## src/core/scfg_params.svh

```systemverilog
/*
 * holds: register offsets, field positions, reset values of the
 * serial port configuration and nv store control bank.
 * assumes: included by bare name, 13-bit register addresses.
 */
`ifndef SCFG_PARAMS_SVH
`define SCFG_PARAMS_SVH
// ****************************************************
// register offsets
// ****************************************************
`define SCFG_ADR_CFG 13'h000
`define SCFG_ADR_REV 13'h002
`define SCFG_ADR_VID 13'h003
`define SCFG_ADR_RBK 13'h004
`define SCFG_ADR_NVST 13'hB00
`define SCFG_ADR_NVER 13'hB01
`define SCFG_ADR_NVC1 13'hB02
`define SCFG_ADR_NVC2 13'hB03
// ****************************************************
// field positions
// ****************************************************
`define SCFG_CFG_RDO 7
`define SCFG_CFG_LSB 6
`define SCFG_CFG_SRST 5
`define SCFG_RBK_SEL 0
`define SCFG_NVC1_LOAD 1
`define SCFG_NVC1_WEN 0
`define SCFG_NVC2_COPY 0
`define SCFG_INS_RW 15
`define SCFG_INS_LAST 4'hF
`define SCFG_BYTE_LAST 4'h7
`define SCFG_STREAM 2'h3
// ****************************************************
// reset values
// ****************************************************
`define SCFG_CFG_RST 8'h00
`define SCFG_RBK_RST 8'h00
`define SCFG_NV_RST 8'h00
`endif

```

## src/core/scfg_pkg.sv

```systemverilog
/*
 * holds: types shared by the serial configuration bank.
 * assumes: nothing beyond the params header.
 */
package scfg_pkg;
    // serial transfer phase
    typedef enum logic [1:0] {
        ST_IDLE,
        ST_INSTR,
        ST_DATA,
        ST_DONE
    } scfg_state_t;
endpackage : scfg_pkg

```

## src/core/scfg_top.sv

```systemverilog
/*
 * holds: serial control port slave with the port configuration,
 * identification, readback select and nv store control registers.
 * assumes: sclk, cs_n, data pin and i2c strap are asynchronous and
 * sampled by clk_i; sclk is much slower than clk_i; nv store
 * sequencer signals share clk_i.
 */
// Function
// - bit 7 picks shared or separate readout pin
// - bit 6 sets bit order and address step
// - i2c mode ignores bit order setting
// - soft reset restores register defaults
// - soft reset bit clears next serial clock
// - read only silicon revision register
// - read only variant identifier register
// - readback select picks staged or active bank
// - single bit field holds readback selection
`timescale 1ns/1ps
`include "scfg_params.svh"
module scfg_top
    import scfg_pkg::*;
#(
    parameter logic [7:0] REVISION = 8'h01, // arbitrary value
    parameter logic [7:0] VARIANT_ID = 8'h5A // arbitrary value
) (
    // clock and reset
    input wire logic clk_i,
    input wire logic rst_i,
    // serial port pins
    input wire logic sclk_i,
    input wire logic cs_n_i,
    input wire logic sdio_i,
    output logic sdio_o,
    output logic sdio_oe_n_o,
    output logic serial_readout_pin_o,
    output logic serial_readout_pin_oe_n_o,
    // strap
    input wire logic i2c_mode_i,
    // device side
    input wire logic io_update_i,
    output logic soft_reset_o,
    output logic readback_active_o,
    // nv store sequencer
    input wire logic nv_busy_i,
    input wire logic nv_error_i,
    output logic nv_load_start_o,
    output logic regs_to_nv_store_copy_o,
    output logic nv_write_en_o
);
    // ****************************************************
    // pin synchronisers
    // ****************************************************
    logic sclk_s1_r, sclk_s2_r, sclk_d_r; // sclk chain plus edge tap
    logic cs_s1_r, cs_s2_r; // select chain
    logic din_s1_r, din_s2_r; // data pin chain
    logic i2c_s1_r, i2c_s2_r; // strap chain
    logic rise, fall, active; // decoded pin events

    // two flops per pin before any logic reads it
    always_ff @(posedge clk_i) begin
        if (rst_i) begin
            sclk_s1_r <= 1'b0;
            sclk_s2_r <= 1'b0;
            sclk_d_r <= 1'b0;
            cs_s1_r <= 1'b1;
            cs_s2_r <= 1'b1;
            din_s1_r <= 1'b0;
            din_s2_r <= 1'b0;
            i2c_s1_r <= 1'b0;
            i2c_s2_r <= 1'b0;
        end else begin
            sclk_s1_r <= sclk_i;
            sclk_s2_r <= sclk_s1_r;
            sclk_d_r <= sclk_s2_r;
            cs_s1_r <= cs_n_i;
            cs_s2_r <= cs_s1_r;
            din_s1_r <= sdio_i;
            din_s2_r <= din_s1_r;
            i2c_s1_r <= i2c_mode_i;
            i2c_s2_r <= i2c_s1_r;
        end
    end

    // edges seen only on the settled copy
    assign rise = sclk_s2_r & ~sclk_d_r;
    assign fall = ~sclk_s2_r & sclk_d_r;
    assign active = ~cs_s2_r;

    // ****************************************************
    // state
    // ****************************************************
    scfg_state_t st_r, st_nxt; // transfer phase
    logic [3:0] cnt_r, cnt_nxt; // bit counter
    logic [15:0] sh_r, sh_nxt; // receive shifter
    logic [12:0] addr_r, addr_nxt; // current register address
    logic rd_r, rd_nxt; // transfer is a read
    logic [1:0] left_r, left_nxt; // bytes left, 3 streams
    logic [7:0] tx_r, tx_nxt; // readout shifter
    logic out_r, out_nxt; // bit on the pin
    logic drv_r, drv_nxt; // readout phase active
    logic rdo_r, rdo_nxt; // separate readout pin enable
    logic lsb_r, lsb_nxt; // lsb first, address increments
    logic srst_r, srst_nxt; // soft reset bit as read
    logic arm_r, arm_nxt; // soft reset write completed
    logic spls_r, spls_nxt; // soft reset pulse
    logic rbk_r, rbk_nxt; // readback select
    logic wstg_r, wstg_nxt; // staged write enable
    logic wact_r, wact_nxt; // active write enable
    logic load_r, load_nxt; // soft load request
    logic copy_r, copy_nxt; // copy request
    logic lpls_r, lpls_nxt; // soft load start pulse
    logic cpls_r, cpls_nxt; // copy start pulse
    logic lsb_eff; // bit order after i2c override
    logic [15:0] sh_in; // shifter with the new bit
    logic [7:0] byte_in; // assembled data byte
    // defaults held at full width so single fields are picked, not truncated
    localparam logic [7:0] CFG_DEF = `SCFG_CFG_RST; // port config defaults
    localparam logic [7:0] RBK_DEF = `SCFG_RBK_RST; // readback select default
    localparam logic [7:0] NV_DEF = `SCFG_NV_RST; // nv control defaults

    // i2c framing has its own fixed order
    assign lsb_eff = lsb_r & ~i2c_s2_r;

    // ****************************************************
    // read decode
    // ****************************************************
    // register value seen by a read at address a
    function automatic logic [7:0] rd_val(input logic [12:0] a);
        logic [7:0] v;
        v = 8'h00;
        unique case (a)
            // lower nibble shows the mirrored upper nibble
            `SCFG_ADR_CFG: v = {rdo_r, lsb_r, srst_r, 1'b0,
                1'b0, srst_r, lsb_r, rdo_r};
            `SCFG_ADR_REV: v = REVISION;
            `SCFG_ADR_VID: v = VARIANT_ID;
            `SCFG_ADR_RBK: v = {7'h00, rbk_r};
            `SCFG_ADR_NVST: v = {7'h00, nv_busy_i};
            `SCFG_ADR_NVER: v = {7'h00, nv_error_i};
            // bank chosen by the select bit
            `SCFG_ADR_NVC1: v = {6'h00, load_r, rbk_r ? wact_r : wstg_r};
            `SCFG_ADR_NVC2: v = {7'h00, copy_r};
            default: v = 8'h00; // unmapped reads zero
        endcase
        return v;
    endfunction : rd_val

    // ****************************************************
    // next state
    // ****************************************************
    // one process for the whole bank keeps the write and reset
    // priority in one place
    always_comb begin
        st_nxt = st_r;
        cnt_nxt = cnt_r;
        sh_nxt = sh_r;
        addr_nxt = addr_r;
        rd_nxt = rd_r;
        left_nxt = left_r;
        tx_nxt = tx_r;
        out_nxt = out_r;
        drv_nxt = drv_r;
        rdo_nxt = rdo_r;
        lsb_nxt = lsb_r;
        srst_nxt = srst_r;
        arm_nxt = arm_r;
        spls_nxt = 1'b0;
        rbk_nxt = rbk_r;
        wstg_nxt = wstg_r;
        wact_nxt = wact_r;
        load_nxt = load_r;
        copy_nxt = copy_r;
        lpls_nxt = 1'b0;
        cpls_nxt = 1'b0;
        // shift direction follows the bit order
        sh_in = lsb_eff ? {din_s2_r, sh_r[15:1]} : {sh_r[14:0], din_s2_r};
        byte_in = lsb_eff ? sh_in[15:8] : sh_in[7:0];
        // self clearing starts, cleared once issued
        if (load_r) begin
            load_nxt = 1'b0;
            lpls_nxt = 1'b1;
        end
        if (copy_r) begin
            copy_nxt = 1'b0;
            cpls_nxt = 1'b1;
        end
        // staged enable becomes active on update
        if (io_update_i) begin
            wact_nxt = wstg_r;
        end
        // soft reset fires on the next serial clock rise
        if (arm_r && rise) begin
            arm_nxt = 1'b0;
            spls_nxt = 1'b1;
        end
        if (!active) begin
            // deselect ends any transfer
            st_nxt = ST_IDLE;
            cnt_nxt = 4'h0;
            drv_nxt = 1'b0;
        end else if (fall && drv_r) begin
            // pop one readout bit per falling edge
            out_nxt = lsb_eff ? tx_r[0] : tx_r[7];
            tx_nxt = lsb_eff ? {1'b0, tx_r[7:1]} : {tx_r[6:0], 1'b0};
        end else begin
            unique case (st_r)
                ST_IDLE: begin
                    st_nxt = ST_INSTR;
                    cnt_nxt = 4'h0;
                end
                ST_INSTR: begin
                    if (rise) begin
                        sh_nxt = sh_in;
                        cnt_nxt = cnt_r + 4'h1;
                        // instruction word complete
                        if (cnt_r == `SCFG_INS_LAST) begin
                            rd_nxt = sh_in[`SCFG_INS_RW];
                            left_nxt = sh_in[14:13];
                            addr_nxt = sh_in[12:0];
                            st_nxt = ST_DATA;
                            cnt_nxt = 4'h0;
                            tx_nxt = rd_val(sh_in[12:0]);
                            drv_nxt = sh_in[`SCFG_INS_RW];
                        end
                    end
                end
                ST_DATA: begin
                    if (rise) begin
                        sh_nxt = sh_in;
                        cnt_nxt = cnt_r + 4'h1;
                        if (cnt_r == `SCFG_BYTE_LAST) begin
                            cnt_nxt = 4'h0;
                            if (!rd_r) begin
                                // byte write, mirror nibble not checked
                                unique case (addr_r)
                                    `SCFG_ADR_CFG: begin
                                        rdo_nxt = byte_in[`SCFG_CFG_RDO];
                                        lsb_nxt = byte_in[`SCFG_CFG_LSB];
                                        srst_nxt = byte_in[`SCFG_CFG_SRST];
                                        arm_nxt = byte_in[`SCFG_CFG_SRST];
                                    end
                                    `SCFG_ADR_RBK: begin
                                        rbk_nxt = byte_in[`SCFG_RBK_SEL];
                                    end
                                    `SCFG_ADR_NVC1: begin
                                        // set wins over self clear
                                        load_nxt = byte_in[`SCFG_NVC1_LOAD];
                                        wstg_nxt = byte_in[`SCFG_NVC1_WEN];
                                    end
                                    `SCFG_ADR_NVC2: begin
                                        // request dropped without enable
                                        copy_nxt = byte_in[`SCFG_NVC2_COPY] & wact_r;
                                    end
                                    default: begin
                                        // read only or unmapped
                                    end
                                endcase
                            end
                            // address steps per bit order
                            addr_nxt = lsb_eff ? addr_r + 13'h1 : addr_r - 13'h1;
                            if (left_r == 2'h0) begin
                                st_nxt = ST_DONE;
                                drv_nxt = 1'b0;
                            end else begin
                                if (left_r != `SCFG_STREAM) begin
                                    left_nxt = left_r - 2'h1;
                                end
                                tx_nxt = rd_val(addr_nxt);
                            end
                        end
                    end
                end
                ST_DONE: begin
                    // wait for deselect
                end
            endcase
        end
        // soft reset overrides everything it covers
        if (spls_nxt) begin
            rdo_nxt = CFG_DEF[`SCFG_CFG_RDO];
            lsb_nxt = CFG_DEF[`SCFG_CFG_LSB];
            srst_nxt = 1'b0;
            rbk_nxt = RBK_DEF[`SCFG_RBK_SEL];
            wstg_nxt = NV_DEF[`SCFG_NVC1_WEN];
            wact_nxt = NV_DEF[`SCFG_NVC1_WEN];
            load_nxt = 1'b0;
            copy_nxt = 1'b0;
        end
    end

    // ****************************************************
    // registers
    // ****************************************************
    always_ff @(posedge clk_i) begin
        if (rst_i) begin
            st_r <= ST_IDLE;
            cnt_r <= 4'h0;
            sh_r <= 16'h0000;
            addr_r <= 13'h0000;
            rd_r <= 1'b0;
            left_r <= 2'h0;
            tx_r <= 8'h00;
            out_r <= 1'b0;
            drv_r <= 1'b0;
            rdo_r <= CFG_DEF[`SCFG_CFG_RDO];
            lsb_r <= CFG_DEF[`SCFG_CFG_LSB];
            srst_r <= 1'b0;
            arm_r <= 1'b0;
            spls_r <= 1'b0;
            rbk_r <= RBK_DEF[`SCFG_RBK_SEL];
            wstg_r <= 1'b0;
            wact_r <= 1'b0;
            load_r <= 1'b0;
            copy_r <= 1'b0;
            lpls_r <= 1'b0;
            cpls_r <= 1'b0;
        end else begin
            st_r <= st_nxt;
            cnt_r <= cnt_nxt;
            sh_r <= sh_nxt;
            addr_r <= addr_nxt;
            rd_r <= rd_nxt;
            left_r <= left_nxt;
            tx_r <= tx_nxt;
            out_r <= out_nxt;
            drv_r <= drv_nxt;
            rdo_r <= rdo_nxt;
            lsb_r <= lsb_nxt;
            srst_r <= srst_nxt;
            arm_r <= arm_nxt;
            spls_r <= spls_nxt;
            rbk_r <= rbk_nxt;
            wstg_r <= wstg_nxt;
            wact_r <= wact_nxt;
            load_r <= load_nxt;
            copy_r <= copy_nxt;
            lpls_r <= lpls_nxt;
            cpls_r <= cpls_nxt;
        end
    end

    // ****************************************************
    // outputs
    // ****************************************************
    // enables are low while driving; unused pin floats
    assign sdio_oe_n_o = ~(drv_r & ~rdo_r);
    assign serial_readout_pin_oe_n_o = ~(drv_r & rdo_r);
    assign sdio_o = out_r;
    assign serial_readout_pin_o = out_r;
    assign soft_reset_o = spls_r;
    assign readback_active_o = rbk_r;
    assign nv_load_start_o = lpls_r;
    assign regs_to_nv_store_copy_o = cpls_r;
    assign nv_write_en_o = wact_r;

    // ****************************************************
    // checks
    // ****************************************************
    pin_shared_a: assert property (@(posedge clk_i) disable iff (rst_i)
        !rdo_r |-> serial_readout_pin_oe_n_o)
        else $error("readout pin driven in shared mode");
    pin_split_a: assert property (@(posedge clk_i) disable iff (rst_i)
        rdo_r && drv_r |-> !serial_readout_pin_oe_n_o && sdio_oe_n_o)
        else $error("wrong pin driven in split mode");
    addr_step_a: assert property (@(posedge clk_i) disable iff (rst_i)
        st_r == ST_DATA && active && rise && cnt_r == 4'h7 |=>
        addr_r == ($past(lsb_eff) ? $past(addr_r) + 13'h1 : $past(addr_r) - 13'h1))
        else $error("address step wrong");
    i2c_order_a: assert property (@(posedge clk_i) disable iff (rst_i)
        i2c_s2_r && lsb_r && drv_r && fall && active |=> out_r == $past(tx_r[7]))
        else $error("bit order not ignored in i2c mode");
    srst_clear_a: assert property (@(posedge clk_i) disable iff (rst_i)
        arm_r && rise |=> soft_reset_o && !srst_r ##1 !soft_reset_o)
        else $error("soft reset did not self clear");
    srst_default_a: assert property (@(posedge clk_i) disable iff (rst_i)
        soft_reset_o |-> !rbk_r && !lsb_r && !rdo_r && !wact_r)
        else $error("soft reset left a non default value");
    id_value_a: assert property (@(posedge clk_i) disable iff (rst_i)
        st_r == ST_INSTR && active && rise && cnt_r == `SCFG_INS_LAST &&
        sh_in[12:0] == `SCFG_ADR_VID |=> tx_r == VARIANT_ID)
        else $error("identification value wrong");
    load_clear_a: assert property (@(posedge clk_i) disable iff (rst_i)
        load_r |=> !load_r && nv_load_start_o)
        else $error("soft load not started or not cleared");
    copy_gate_a: assert property (@(posedge clk_i) disable iff (rst_i)
        regs_to_nv_store_copy_o |-> $past(wact_r, 2))
        else $error("copy started without write enable");
endmodule : scfg_top

```

## config.mk

```make
export PLATFORM = sky130hd
export DESIGN_NAME = scfg_top
export DESIGN_NICKNAME = d
export VERILOG_FILES = /design/src/core/scfg_pkg.sv /design/src/core/scfg_top.sv
export VERILOG_INCLUDE_DIRS = /design/src /design/src/core
export SDC_FILE = /design/constraint.sdc
export NUM_CORES = 1
export LEC_CHECK = 0
export ABC_AREA = 1
export CORE_AREA = 2 2 103 105
export CTS_CLUSTER_SIZE = 12
export DETAILED_ROUTE_END_ITERATION = 10
export DIE_AREA = 0 0 105 107
export DONT_BUFFER_PORTS = 1
export PLACE_DENSITY_LB_ADDON = 0.05
export SYNTH_ARGS = -nofsm -noshare
export SYNTH_HDL_FRONTEND = slang
export SYNTH_SLANG_ARGS = --single-unit
```

## constraint.sdc

```tcl
create_clock -name clk_i -period 8.01 [get_ports clk_i]
set_clock_uncertainty 0.1 [all_clocks]
set_input_delay 1.2015 -clock clk_i [delete_from_list [all_inputs] [get_ports clk_i]]
set_output_delay 1.2015 -clock clk_i [all_outputs]
set_load 0.01 [all_outputs]
```

==> results_dict.tcl, run 1 <==
set metrics [dict create \
    antenna_found_initial 0 \
    grt_use_met1 0.312 \
    period_share 0.423 \
    tightestPinTransition_ns 0.953 \
    yosysSeqAreaShare 0.308 \
    ys_ff_latch 69 \
    rsz0062_at_grt "false" \
    start_util 0.445 \
    htree_levels 3 \
    synthTopCellsByArea "dfxtp_1 (31%), nand2_1 (11%), inv_1 (7.4%)" \
    dieWidth_um 105 \
    path_cells "nand2_2, ha_1, nand2_1, inv_2, a21oi_1, nand2_2, nand2_1, nand2_2, xor2_2, nand4_1, nand2_1, nor2_1, nand2_1, nand2_1, nand2_1, nand2_1, a21oi_2" \
    crit_arrival_ns 3.59 \
    timing.final.ws_setup_ns 4.62 \
    ctsHoldBuffers 0 \
    slowest_delay_ns 0.58 \
    grt_max_degree 43 \
    chipHeight_um 107 \
    cp_top_family "simple AND/OR/NAND/NOR gates" \
    yosysTopAreaCellShare 0.308 \
    fp-row-count 37 \
    power_density_nw_per_um2 139 \
    crit_type "reg2reg" \
    drive_above_1_share 0.0847 \
    p_leak_nw 2.10 \
    synth_fp_nets 707 \
    postCtsSetupBuffers 0 \
    critPathBufInv 1 \
    dieArea_um2 11200 \
    dr.first_iter.drc_count 312 \
    synth.most_common_cell "nand2_1" \
    setup.worst_path.end_class "flop" \
    maxSlewViolCount 0 \
    grt_pass1_wl_mm 20.6 \
    route.detailed.wl_per_inst_um 15.2 \
    nets 700 \
    fp.coreArea_um2 10100 \
    gp_congestion 0.855 \
    dr.pass1.iters 5 \
    first_global_vias 4157 \
    whs_ns 0.305 \
    status "completed" \
    netlist_top_cells_count "nand2_1 (131), inv_1 (89), nor2_1 (72)" \
    avgSynthCellArea_um2 6.65 \
    syn_inst 675 \
    irDropWorstVdd_v 0.000108 \
    cap_violations 0 \
    required_ns 8.21 \
    routed_wl_mm 12.3 \
    hold_violations 0 \
    cts_resized 0 \
    detail-route-antenna-nets 0 \
    grt-ovfl-total 0 \
    synth-main-ff-cell "dfxtp_1" \
    path_max_fanout 42 \
    critPathLaunchType "flop" \
    synth-async-reset-ratio 0 \
    clockBufferDepth 2 \
    num_io_pins 18 \
    worstSkewPairLatency_ns 0.36 \
    busiest_layer "met2" \
    min_period_ns 3.39 \
    setup-tns-final_ns 0 \
    numCtsBuffers 9 \
    cts_sinks 69 \
    finish.utilization 0.471 \
    clk_pin_slew_worst_paths_ns 0.08 \
    dp_hpwl_mm 9.34 \
    grtUsageMet2 0.365 \
    vias 4405 \
    cpMostUsedCell "nand2_1" \
    crit_slowest_cell "ha_1" \
    port_buffers 0 \
    hp-class "reg2reg" \
    num_antenna_cells 0 \
    synth_area_um2 4490 \
    max_freq_ghz 0.295 \
    relSlewSlack 0.364 \
    yosysTopAreaCell "dfxtp_1" \
    yosys_warnings 0 \
    finalSetupViolCount 0 \
    cts_tree "done" \
    pre_cts_slack_ns 4.66 \
    synthDistinctLibCells 46 \
    grt.met3_usage 0.0462 \
    synth-edff-count 0 \
    clock-root-buffer "clkbuf_8" \
    syn_to_final_growth_pct 5.80 \
    grt_usage 0.230 \
    drc 0 \
    viasPerCell 5.44 \
]
[path summary, 6_finish.rpt]
| check | startpoint | to | depth (start not counted) | slack (ns) |
|---|---|---|---|---|
| setup reg to reg | lsb_r | tx_r[0] | 17 | 4.62 |
| hold / removal | sclk_s1_r | sclk_s2_r | 2 | 0.31 |
| hold reg to reg | sclk_s1_r | sclk_s2_r | 2 | 0.31 |
| setup / recovery | lsb_r | tx_r[0] | 17 | 4.62 |
[routing by layer]
layer	up-vias	part of all wire
met3	17	0.054
met1	2047	0.49
met4	0	0.019
met5	-	0
met2	104	0.44
li1	2237	-
[kinds of logic (layout without fill, tap and decap cells)]
logic type               count (synthesis)  count (layout)  synth area share
AND/OR/NAND/NOR                        308             308             0.317
AO/OA/AOI/OAI                          156             156             0.198
buffers and inverters                  116             114             0.104
flip-flops                              69              69             0.308
adder cells (fa/ha/maj)                 23              23            0.0658
XOR/XNOR                                 3               3           0.00753
[layout by cell type (no fill, tap or decap), types with 6 or more instances in the layout]
cell	synthesis	routed
ha_1	22	22
nand2_1	131	131
o21ai_0	46	46
nor2_1	72	72
nand4_1	17	17
o21ai_1	12	12
inv_1	89	89
nand3_2	6	6
clkbuf_8	0	11
a21oi_1	64	64
dfxtp_1	69	69
nor3_1	14	14
nand2_2	7	7
a211oi_1	9	9
nand3_1	41	41
[metrics by stage]
| step | cell area (µm²) | instances | power, mW |
|---|---|---|---|
| global route | 4750 | 809 | 0.686 |
| CTS | 4750 | 809 | 0.665 |
| global placement | 4560 | 793 | 0.395 |
| detailed placement | 4560 | 793 | 0.395 |
| floorplan | 4490 | 675 | 0.388 |
| finish | 4750 | 809 | 0.659 |
[worst reg2reg max path: stages (launching register included)]
cell and delay (ns):
dfxtp_1 0.38, nand2_2 0.51, ha_1 0.59, nand2_1 0.14
inv_2 0.03, a21oi_1 0.25, nand2_2 0.10, nand2_1 0.08
nand2_2 0.06, xor2_2 0.41, nand4_1 0.18, nand2_1 0.10
nor2_1 0.04, nand2_1 0.06, nand2_1 0.04, nand2_1 0.07
nand2_1 0.06, a21oi_2 0.12
[sequential cells by signal, indices dropped and copies added (netlist names), 2 cells and up, named ones only]
signal	cells
tx_r	8
sh_r	16
addr_r	13
st_r	2
cnt_r	4
left_r	2
[final cells by class]
class | instances | area, µm²
clock buffer | 11 | 151
clock inverter | 5 | 33.8
fill | 1117 | 5340
inverter | 97 | 365
multi-input combinational | 490 | 2640
sequential | 69 | 1380
tap | 136 | 170
timing repair buffer | 1 | 7.51
[power breakdown]
group,leakage (nW),switching (mW),total (mW),internal (mW)
combinational,1.45,0.0283,0.0400,0.0116
clock,0.0917,0.142,0.272,0.129
sequential,0.558,0.00201,0.348,0.346
(Power assumes the default switching activity.)
==> inputs of run 2 (changes only) <==
clock period = 2.8 ns   (was 8.01 ns; I/O delays follow)
==> results_dict.tcl, run 2 (synthesized netlist as in run 1, its figures left out) <==
set metrics [dict create \
    tightestPinTransition_ns 0.699 \
    route.detailed.wl_per_inst_um 15.5 \
    dp_hpwl_mm 9.61 \
    crit_arrival_ns 2.82 \
    p_seq_frac 0.476 \
    internal_power_mw 1.56 \
    register_area_um2 1390 \
    grt-ovfl-total 0 \
    cts_tree "done" \
    vias 4466 \
    maxSlewViolCount 0 \
    switching_power_uw 526 \
    nets 719 \
    clockBufferDepth 2 \
    placed_area_um2 4690 \
    cts_sinks 69 \
    wl_met3_um 667 \
    swShare 0.251 \
    top_regs "sh_r: 16 flops, addr_r: 13 flops, tx_r: 8 flops" \
    path_max_fanout 6 \
    antenna_found_initial 0 \
    relSlewSlack 0.531 \
    period_share 0.940 \
    multiInputGateArea_um2 2890 \
    slowest_delay_ns 0.43 \
    p_leak_nw 2.27 \
    postCtsSetupBuffers 0 \
    drive_above_1_share 0.150 \
    gp_congestion 0.895 \
    power_density_nw_per_um2 402 \
    setup.worst_path.end_class "flop" \
    critPathLaunchType "flop" \
    num_io_pins 18 \
    timing.final.ws_setup_ns 0.167 \
    grt_pass1_wl_mm 20.5 \
    min_delay_path_depth 1 \
    finish.utilization 0.515 \
    dr.first_iter.drc_count 270 \
    crit_type "reg2reg" \
    crit_slowest_cell "dfxtp_4" \
    fp.coreArea_um2 10100 \
    nFillCells 1061 \
    grt_max_degree 36 \
    dp_cells 810 \
    top_register "sh_r" \
    clk_pin_slew_worst_paths_ns 0.08 \
    final_common_cell "nand2_1" \
    cpMostUsedCell "nand2_1" \
    finalSetupViolCount 0 \
    route.met2.wl_mm 5.70 \
    routed_wl_mm 12.8 \
    p_clk_frac 0.461 \
    worstSkewPairLatency_ns 0.35 \
    max_freq_ghz 0.380 \
    dr.pass1.iters 6 \
    syn_to_final_growth_pct 15.9 \
    cap_violations 0 \
    ff2ff_path_depth 19 \
    num_antenna_cells 0 \
    pre_cts_slack_ns -0.0526 \
    combPwrFrac 0.064 \
    final_area_um2 5200 \
    dieArea_um2 11200 \
    path_cells "nand2_8, fa_2, nand2_1, nand2_1, nand3_1, nand2_1, nand2_1, nand3_1, nand2_1, nand2_1, nor2_4, nand4_1, nand2_1, nor2_1, nand2_1, nand2_1, nand2_1, nand2_1, a21oi_2" \
    status "completed" \
    fp-row-count 37 \
    final_cells 828 \
    wirelength_met1_mm 6.23 \
    numCtsBuffers 9 \
    viasPerCell 5.39 \
    largest_register_ff_count 16 \
    irDropWorstVdd_v 0.000349 \
    start_util 0.445 \
    grt_usage 0.230 \
    htree_levels 3 \
    dieWidth_um 105 \
    detail-route-antenna-nets 0 \
    required_ns 2.99 \
    drc 0 \
    hold_violations 0 \
    port_buffers 0 \
    min_period_ns 2.63 \
    hp-class "in2reg" \
    clock-root-buffer "clkbuf_8" \
    top_layer "met4" \
    final_cell_mix "nand2_1 (127), inv_1 (88), nor2_1 (69)" \
    first_global_vias 4100 \
    chipHeight_um 107 \
]
run 2: final timing paths:
check            from        to  slack (ns)
max reg2reg     lsb_r   tx_r[0]        0.17
min reg2reg  din_s1_r  din_s2_r        0.31
min             rst_i      flop        0.03
max             lsb_r   tx_r[0]        0.17
run 2: through the flow:
step	TNS, ns	total power [mW]	hold WS (ns)
after floorplan	0	1.11	0.288
after global placement	0	1.14	0.290
after global routing	-0.00653	2.18	0.00328
final	0	2.09	0.0339
after CTS	0	2.11	0.00845
after detailed placement	-0.0851	1.14	0.299
run 2: area by class of cell:
| type | instances | share of cell area |
|---|---|---|
| clock inverters | 6 | 0.0180 |
| clock buffers | 10 | 0.0265 |
| repair buffers | 19 | 0.0293 |
| inverters | 97 | 0.0707 |
| well taps | 136 | 0.0327 |
| flip-flops and latches | 69 | 0.267 |
| multi-input cells | 491 | 0.556 |
run 2: what timing repair did:
action | CTS | global route
setup endpoints to repair | 5 | 8
gates resized for setup | 2 | 45
gates cloned | 0 | 1
hold buffers | 0 | 1
hold endpoints to repair | 0 | 1
pin swaps | 0 | 7
run 2: worst max-delay path: cells and delay by family (launching register included):
kind / cells / cell delay [ns]
AOI/OAI and AO/OA: 1 / 0.11
adders and majority gates: 1 / 0.40
DFF: 1 / 0.43
and+or+nand+nor: 17 / 1.53
run 2: power by group through the flow:
stage | sequential, mW | clock [mW] | combinational (mW)
3_5_place_dp | 1.02 | 0 | 0.119
4_1_cts | 0.994 | 0.993 | 0.122
3_3_place_gp | 1.02 | 0 | 0.119
5_1_grt | 0.996 | 1.04 | 0.150
6_report | 0.994 | 0.963 | 0.133
2_1_floorplan | 1.02 | 0 | 0.0942
run 2: routing by layer:
| metal | vias up | track usage |
|---|---|---|
| li1 | 2286 | - |
| met1 | 2043 | 0.315 |
| met2 | 119 | 0.368 |
| met3 | 18 | 0.0474 |
| met4 | 0 | 0.0638 |
| met5 | - | 0 |
